File: src/hdl/ldcl_pkg.sv
/*
  constants of the led driver control latch: shift register and latch
  sizes, field positions inside the 40-bit control latch, reset values.
  assumes nothing of its surroundings.
*/
package ldcl_pkg;

	// ****************************************
	// sizes
	// ****************************************
	localparam int SHIFT_W = 49;
	localparam int CHAN_N = 48;
	localparam int CTRL_W = 40;
	localparam int MC_W = 3;
	localparam int BRIGHT_W = 7;

	// ****************************************
	// shift register fields
	// ****************************************
	localparam int SR_SELECT_BIT = 48;
	localparam int CMD_HI = 47;
	localparam int CMD_LO = 40;
	localparam logic [7:0] WRITE_COMMAND_BYTE = 8'h96;

	// ****************************************
	// control latch fields
	// ****************************************
	localparam int MC_LO = 0;
	localparam int BRIGHT_R_LO = 3;
	localparam int BRIGHT_G_LO = 10;
	localparam int BRIGHT_B_LO = 17;
	localparam int STATUS_SEL_LO = 24;
	localparam int OPEN_THR_LO = 26;
	localparam int SHORT_THR_LO = 29;
	localparam int PS_SEL_LO = 31;

	// ****************************************
	// codes and reset values
	// ****************************************
	localparam logic [1:0] STATUS_NONE = 2'h0;
	localparam logic [1:0] STATUS_OPEN = 2'h1;
	localparam logic [1:0] STATUS_SHORT = 2'h2;
	localparam logic [1:0] PS_DISABLED = 2'h0;
	localparam logic [1:0] PS_WAKE_CLOCK = 2'h1;
	localparam logic [1:0] PS_WAKE_DATA = 2'h2;
	localparam logic [1:0] PS_ALWAYS = 2'h3;
	localparam logic [39:0] CTRL_RESET = 40'h01_8000_0000;
	localparam logic [2:0] MC_RESET = 3'h0;
	localparam logic [48:0] SHIFT_RESET = 49'h0_0000_0000_0000;
	localparam logic [47:0] ONOFF_RESET = 48'h0000_0000_0000;

endpackage

File: src/hdl/ldcl_sync.sv
/*
  two flip-flop synchroniser for a group of asynchronous levels.
  assumes the inputs come from outside the clk_sys domain.
*/
`timescale 1ns/1ps
module ldcl_sync #(
	parameter int W = 1
) (
	input wire logic clk_sys,
	input wire logic reset,
	input wire logic [W-1:0] async_in,
	output logic [W-1:0] sync_out
);

	// ****************************************
	// two stages
	// ****************************************
	logic [W-1:0] meta_r;

	always_ff @(posedge clk_sys or posedge reset)
	begin
		if (reset)
		begin
			meta_r <= '0;
			sync_out <= '0;
		end
		else
		begin
			meta_r <= async_in;
			sync_out <= meta_r;
		end
	end

endmodule

File: src/hdl/ldcl_latch.sv
/*
  serial control latch of a 48-channel led sink driver: 49-bit shift
  register, 40-bit control latch, 48-bit on/off latch, status load,
  power save state and blanking of the sink outputs.
  assumes shift_clk, serial_in, latch_strobe, blank and the detection
  flags arrive asynchronously; shift_clk is far slower than clk_sys.
*/
//
// Behaviour
// a 40-bit control latch holds current, brightness and function bits
// latch rising with shift top bit 1 copies low 40 bits into control
// control load only when shift bits 47:40 hold write command 96h
// current code updates only when equal to previous written value
// current code resets to zero
// power save select resets to 11, always enabled
// one 3-bit current code shared by all outputs
// three 7-bit brightness codes for red, green and blue groups
// 48 on/off bits, one per output channel
// function bits hold status select, thresholds and power save select
// blank low: outputs sink except those with on/off bit 0; the code also holds all outputs off in power save state
// blank high forces all outputs off
// host sets grayscale by the blank low duration
// serial input takes control and on/off data, output gives flags
// serial input shifts in on each shift clock rising edge
// serial output comes from shift register top bit
// status select 01 loads open flags, 10 short flags, else nothing
// open threshold codes 101 to 111 act as 001
// short threshold codes 10 and 11 both select high
// power save modes: off, wake on clock, wake on data, always
`timescale 1ns/1ps
module ldcl_latch
(
	input wire logic clk_sys,
	input wire logic reset,
	input wire logic shift_clk,
	input wire logic serial_in,
	input wire logic latch_strobe,
	input wire logic blank,
	input wire logic [ldcl_pkg::CHAN_N-1:0] open_led_detect,
	input wire logic [ldcl_pkg::CHAN_N-1:0] shorted_led_detect,
	output logic serial_out,
	output logic [ldcl_pkg::CHAN_N-1:0] sink_output,
	output logic [ldcl_pkg::MC_W-1:0] max_current_code,
	output logic [ldcl_pkg::BRIGHT_W-1:0] colour_brightness_red,
	output logic [ldcl_pkg::BRIGHT_W-1:0] colour_brightness_green,
	output logic [ldcl_pkg::BRIGHT_W-1:0] colour_brightness_blue,
	output logic [1:0] status_load_select,
	output logic [2:0] open_threshold_select,
	output logic [1:0] short_threshold_select,
	output logic [1:0] power_save_select,
	output logic low_power_state
);
	import ldcl_pkg::*;

	// ****************************************
	// input synchronisers
	// ****************************************
	logic [3:0] pins_s;
	logic [2*CHAN_N-1:0] flags_s;
	logic sclk_s;
	logic sin_s;
	logic lat_s;
	logic blank_s;
	logic [CHAN_N-1:0] open_s;
	logic [CHAN_N-1:0] short_s;

	ldcl_sync #(.W(4)) u_sync_pins (
		.clk_sys(clk_sys),
		.reset(reset),
		.async_in({shift_clk, serial_in, latch_strobe, blank}),
		.sync_out(pins_s)
	);

	ldcl_sync #(.W(2*CHAN_N)) u_sync_flags (
		.clk_sys(clk_sys),
		.reset(reset),
		.async_in({shorted_led_detect, open_led_detect}),
		.sync_out(flags_s)
	);

	assign sclk_s = pins_s[3];
	assign sin_s = pins_s[2];
	assign lat_s = pins_s[1];
	assign blank_s = pins_s[0];
	assign open_s = flags_s[CHAN_N-1:0];
	assign short_s = flags_s[2*CHAN_N-1:CHAN_N];

	// ****************************************
	// edge detection
	// ****************************************
	logic sclk_d_r;
	logic lat_d_r;
	logic sclk_rise;
	logic lat_rise;

	assign sclk_rise = sclk_s & ~sclk_d_r;
	assign lat_rise = lat_s & ~lat_d_r;

	always_ff @(posedge clk_sys or posedge reset)
	begin
		if (reset)
		begin
			sclk_d_r <= 1'b0;
			lat_d_r <= 1'b0;
		end
		else
		begin
			sclk_d_r <= sclk_s;
			lat_d_r <= lat_s;
		end
	end

	// ****************************************
	// latch state
	// ****************************************
	logic [SHIFT_W-1:0] sr_r;
	logic [SHIFT_W-1:0] sr_nxt;
	logic [CTRL_W-1:0] ctrl_r;
	logic [CTRL_W-1:0] ctrl_nxt;
	logic [MC_W-1:0] mc_prev_r;
	logic [MC_W-1:0] mc_prev_nxt;
	logic [CHAN_N-1:0] onoff_r;
	logic [CHAN_N-1:0] onoff_nxt;
	logic psm_r;
	logic psm_nxt;
	logic [CHAN_N-1:0] sink_r;
	logic [CHAN_N-1:0] sink_nxt;
	logic ctrl_write;
	logic onoff_write;
	logic zero_write;
	logic nonzero_write;

	assign ctrl_write = lat_rise & sr_r[SR_SELECT_BIT]
		& (sr_r[CMD_HI:CMD_LO] == WRITE_COMMAND_BYTE);
	assign onoff_write = lat_rise & ~sr_r[SR_SELECT_BIT];
	assign zero_write = onoff_write & (sr_r[CHAN_N-1:0] == '0);
	assign nonzero_write = onoff_write & (sr_r[CHAN_N-1:0] != '0);

	always_comb
	begin
		sr_nxt = sr_r;
		ctrl_nxt = ctrl_r;
		mc_prev_nxt = mc_prev_r;
		onoff_nxt = onoff_r;
		psm_nxt = psm_r;
		if (sclk_rise)
		begin
			sr_nxt = {sr_r[SHIFT_W-2:0], sin_s};
		end
		if (ctrl_write)
		begin
			ctrl_nxt = sr_r[CTRL_W-1:0];
			mc_prev_nxt = sr_r[MC_LO +: MC_W];
			if (sr_r[MC_LO +: MC_W] != mc_prev_r)
			begin
				ctrl_nxt[MC_LO +: MC_W] = ctrl_r[MC_LO +: MC_W];
			end
		end
		if (onoff_write)
		begin
			onoff_nxt = sr_r[CHAN_N-1:0];
		end
		if (lat_rise)
		begin
			case (status_load_select)
				STATUS_OPEN: sr_nxt = {1'b0, open_s};
				STATUS_SHORT: sr_nxt = {1'b0, short_s};
				default: ;
			endcase
		end
		case (power_save_select)
			PS_DISABLED: psm_nxt = 1'b0;
			PS_WAKE_CLOCK:
			begin
				if (sclk_rise)
					psm_nxt = 1'b0;
				else if (zero_write)
					psm_nxt = 1'b1;
			end
			PS_WAKE_DATA:
			begin
				if (nonzero_write)
					psm_nxt = 1'b0;
				else if (zero_write)
					psm_nxt = 1'b1;
			end
			default:
			begin
				if (sclk_rise || nonzero_write)
					psm_nxt = 1'b0;
				else if (zero_write)
					psm_nxt = 1'b1;
			end
		endcase
		sink_nxt = (blank_s || psm_r) ? '0 : onoff_r;
	end

	always_ff @(posedge clk_sys or posedge reset)
	begin
		if (reset)
		begin
			sr_r <= SHIFT_RESET;
			ctrl_r <= CTRL_RESET;
			mc_prev_r <= MC_RESET;
			onoff_r <= ONOFF_RESET;
			psm_r <= 1'b0;
			sink_r <= '0;
		end
		else
		begin
			sr_r <= sr_nxt;
			ctrl_r <= ctrl_nxt;
			mc_prev_r <= mc_prev_nxt;
			onoff_r <= onoff_nxt;
			psm_r <= psm_nxt;
			sink_r <= sink_nxt;
		end
	end

	// ****************************************
	// outputs
	// ****************************************
	assign serial_out = sr_r[SHIFT_W-1];
	assign sink_output = sink_r;
	assign max_current_code = ctrl_r[MC_LO +: MC_W];
	assign colour_brightness_red = ctrl_r[BRIGHT_R_LO +: BRIGHT_W];
	assign colour_brightness_green = ctrl_r[BRIGHT_G_LO +: BRIGHT_W];
	assign colour_brightness_blue = ctrl_r[BRIGHT_B_LO +: BRIGHT_W];
	assign status_load_select = ctrl_r[STATUS_SEL_LO +: 2];
	assign open_threshold_select = (ctrl_r[OPEN_THR_LO + 2] && ctrl_r[OPEN_THR_LO +: 2] != 2'h0)
		? 3'h1 : ctrl_r[OPEN_THR_LO +: 3];
	assign short_threshold_select = ctrl_r[SHORT_THR_LO + 1]
		? 2'h2 : ctrl_r[SHORT_THR_LO +: 2];
	assign power_save_select = ctrl_r[PS_SEL_LO +: 2];
	assign low_power_state = psm_r;
endmodule

File: config.mk
export PLATFORM = sky130hd
export DESIGN_NAME = ldcl_latch
export DESIGN_NICKNAME = d
export VERILOG_FILES = /design/src/hdl/ldcl_pkg.sv /design/src/hdl/ldcl_sync.sv /design/src/hdl/ldcl_latch.sv
export SDC_FILE = /design/constraint.sdc
export NUM_CORES = 1
export LEC_CHECK = 0
export ABC_AREA = 1
export BUFFER_PORTS_ARGS = -buffer_cell sky130_fd_sc_hd__buf_4
export CORE_ASPECT_RATIO = 0.75
export CORE_UTILIZATION = 45
export DETAILED_ROUTE_END_ITERATION = 16
export PLACE_DENSITY = 0.65
export RECOVER_POWER = 50
export SYNTH_ARGS = -nofsm -noshare
export SYNTH_HDL_FRONTEND = slang
export SYNTH_SLANG_ARGS = --single-unit
File: constraint.sdc
create_clock -name clk_sys -period 33.7 [get_ports clk_sys]
set_input_delay 6.74 -clock clk_sys [delete_from_list [all_inputs] [get_ports clk_sys]]
set_output_delay 6.74 -clock clk_sys [all_outputs]
set_load 0.05 [all_outputs]
==> summary.md <==
| Metric | Value |
|---|---|
| Hold Fails Final Rpt | `0` |
| GPL Wtd Cong | `between 0.7 and 0.8` |
| Largest family of logic cells by synthesized area | `compound AO/OA/AOI/OAI gates` |
| Util after Layout | `55.54%` |
| Die area | `29,500 um^2` |
| Startpoint Class | `input port` |
| Grt peak-use layer | `met1` |
| NumNets Final | `1,313` |
| Post-CTS Setup Inserts | `0` |
| RSZ-0062 raised after global routing | `no` |
| Worst vdd ir | `0.04052 mV` |
| Max-Slew Margin vs Limit | `-285.3%` |
| Total GRT Usage | `18.76%` |
| Clk_skew | `0.01477 ns` |
| Clock tree from TritonCTS | `yes` |
| Initial antenna violation count | `0` |
| CP Capture Type | `asynchronous set/reset pin` |
| Total gr overflow | `0` |
| Synth warn | `0` |
| Die width | `198.0 um` |
| Crit path max-delay family | `buffers and inverters` |
| Xor and xnor area share after synthesis | `0.2027%` |
| Commonest non-fill, non-tap cell in the layout | `dfrtp_1` |
| Post-synthesis sequential area ratio | `74.14%` |
| Synth Area per Inst | `12.25 um^2` |
| Synth Flop Type | `dfrtp_1` |
| Mux contribution to synthesized area | `0%` |
| Mapped Cells | `between 1,000 and 1,500` |
| Num CTS Buffers | `38` |
| M1 GR Usage | `32.26%` |
| #FFs+latches synth | `384` |
| Floorplan core area | `between 20,000 and 30,000 um^2` |
| Yosys top cell by area | `dfrtp_1` |
| Layout area overhead | `20.74%` |
| Cts repair resizes | `0` |
| Fillcell total | `2,400` |
| Post-synth EDFFs | `0` |
| Share of cells above drive strength 1 | `between 10% and 20%` |
| Io pins | `185` |
| Mapped Nets | `1,162` |
| WL/cell | `16.41 um` |
| Tcrit/Tclk final | `about a third` |
| Leakage | `approximately 0.0073 uW` |
| Max-cap violations | `5` |
| Number of buffer and inverter stages on the critical path | `4` |
| Std-Cell Rows | `53` |
| Outcome | `finished with violations` |
| WL final | `between 20 and 30 mm` |
| Drt initial violations | `around 630` |
| Clock buffer depth | `3` |
| Hold crit path type | `register to register` |
| CP Cell Sequence | `clkbuf_4 > clkinvlp_2 > buf_12 > buf_4` |
| Met3 usage | `under 10%` |
| Critical Path Max Stage Delay | `3.18 ns` |
| Drt pass-1 iters | `4` |
| Post-DP HPWL | `~17 mm` |
| DRT antenna net count | `0` |
| Vias/cell | `4.700` |
| Worst Path Class, Setup | `input port to asynchronous set/reset pin` |
| Largest net degree at the start of global routing | `approximately 170` |
| Clock root cell | `clkbuf_16` |
| Pwr Density | `62.89 nW/um^2` |
| Overall die height | `149.0 um` |
| Post-Syn Area | `12,960 um^2` |
| Grt met2 use | `23.61%` |
| Initial Util | `46.00%` |
| Slew @ Worst Pin | `approximately 5.7 ns` |
| CP Data Arrival Time | `11.73 ns` |
| Post-Synth Adder-Cell Area | `0.1930%` |
| Post-Synth Simple-Gate Area | `under 10%` |
| H-tree levels | `2` |
| Clk_lat worst skew | `0.52 ns` |
| Vias in the first global route | `7,296` |
| CTS Sinks | `approximately 380` |
| Synth area leaders | `dfrtp_1, nor2_1, inv_1` |
| Vias | `7,604` |
| Clock slew at reported path FFs | `roughly 0.06 ns` |
| Synth Area in Compound Gates | `9.998%` |
| First-pass GRT wire length | `41.73 mm` |
| Yosys top cell area share | `73.73%` |
| Most frequent cells in the layout | `dfrtp_1, nor2_1, inv_1, nand2_1, clkbuf_4` |
| Fmax achieved | `0.08918 GHz` |
| Synth unique cells | `27` |
| CP Max Fanout | `170` |
| Failing checks | `max-capacitance violations, max-slew violations` |
| WP data required | `34.22 ns` |
| Async SR Flop Fraction | `100.0%` |
| Number of buffers added on ports | `approximately 180` |
| Slowest CP cell | `clkinvlp_2` |
| ANT cells | `0` |
| DRC viols | `0` |
| Pins Over Slew Limit | `373` |
| Min Tclk post-route | `11.21 ns` |
| Number of hold buffers added after cts | `0` |
| Final setup viols | `0` |
| Setup tns final | `0 ns` |
path summary, 6_finish.rpt:
check / startpoint / to / slack [ns] / depth (start not counted)
max in group clk_sys: ctrl_r[27] / open_threshold_select[1] / 25.55 / 4
setup reg to reg: sr_r[48] / onoff_r[38] / 30.18 / 4
min in group asynchronous: reset / u_sync_flags.meta_r[23] / 8.04 / 2
hold / removal: u_sync_flags.meta_r[71] / u_sync_flags.sync_out[71] / 0.34 / 0
hold reg to reg: u_sync_flags.meta_r[71] / u_sync_flags.sync_out[71] / 0.34 / 0
setup / recovery: reset / sr_r[20] / 22.49 / 4
area by class of cell:
type,count,area [um^2],share of cell area [%]
sequential,384,9612,61.40
multi-input combinational,484,2440,15.59
timing repair buffer,192,1413,9.024
clock buffer,55,1096,7.002
tap,385,481.7,3.077
inverter,109,410.4,2.622
clock inverter,9,201.4,1.287
logic make-up after synthesis:
kind of cell / after synthesis
flops: 384
simple gates: 292
buf+inv: 190
compound gates: 187
xor+xnor: 3
fa+ha+maj: 2
stage by stage:
stage	worst slack, ns	instance area [um^2]	instances	hold slack [ns]	total power [uW]
5_1_grt	21.48	15650	1618	0.3505	1026
3_5_place_dp	24.32	14470	1554	0.3347	558.2
2_1_floorplan	16.29	12960	1058	0.3312	533.8
3_3_place_gp	24.36	14470	1554	0.3323	556.8
4_1_cts	24.89	15770	1618	0.3455	998.7
6_report	22.49	15650	1618	0.3441	984.5
layer usage:
metal  vias up  routed length, um
met4         0                299
met1      3676              14660
met3        27               1391
met2       214              10200
met5         -                  0
li1       3687                  -
power by group:
part / total [uW] / leakage, uW / switching [uW] / internal, uW
Clock: 437 / 0.000629 / 166 / 271
Combinational: 55.3 / 0.00184 / 37.2 / 18.0
Sequential: 493 / 0.00487 / 9.18 / 483
Total: 985 / 0.00734 / 212 / 772
state kept, by name, summed over array words and instances (netlist names):
| signal | cells |
|---|---|
| sclk_d_r | 1 |
| sr_r | 49 |
| ctrl_r | 33 |
| u_sync_pins.meta_r | 4 |
| low_power_state | 1 |
| u_sync_flags.meta_r | 96 |
| onoff_r | 48 |
| lat_d_r | 1 |
| u_sync_pins.sync_out | 4 |
| u_sync_flags.sync_out | 96 |
| sink_output | 48 |
| mc_prev_r | 3 |
synth_stat cells, types with 3 or more instances:
| cell | count |
|---|---|
| dfrtp_1 | 382 |
| nor2_1 | 176 |
| inv_1 | 107 |
| nand2_1 | 107 |
| o21ai_0 | 51 |
| a211oi_1 | 48 |
| a221oi_1 | 39 |
| o21ai_1 | 36 |
| buf_4 | 31 |
| clkbuf_1 | 25 |
| buf_2 | 21 |
| a221oi_2 | 9 |
| a21oi_1 | 3 |
| xnor2_1 | 3 |
Power figures use the tool's default switching activity.
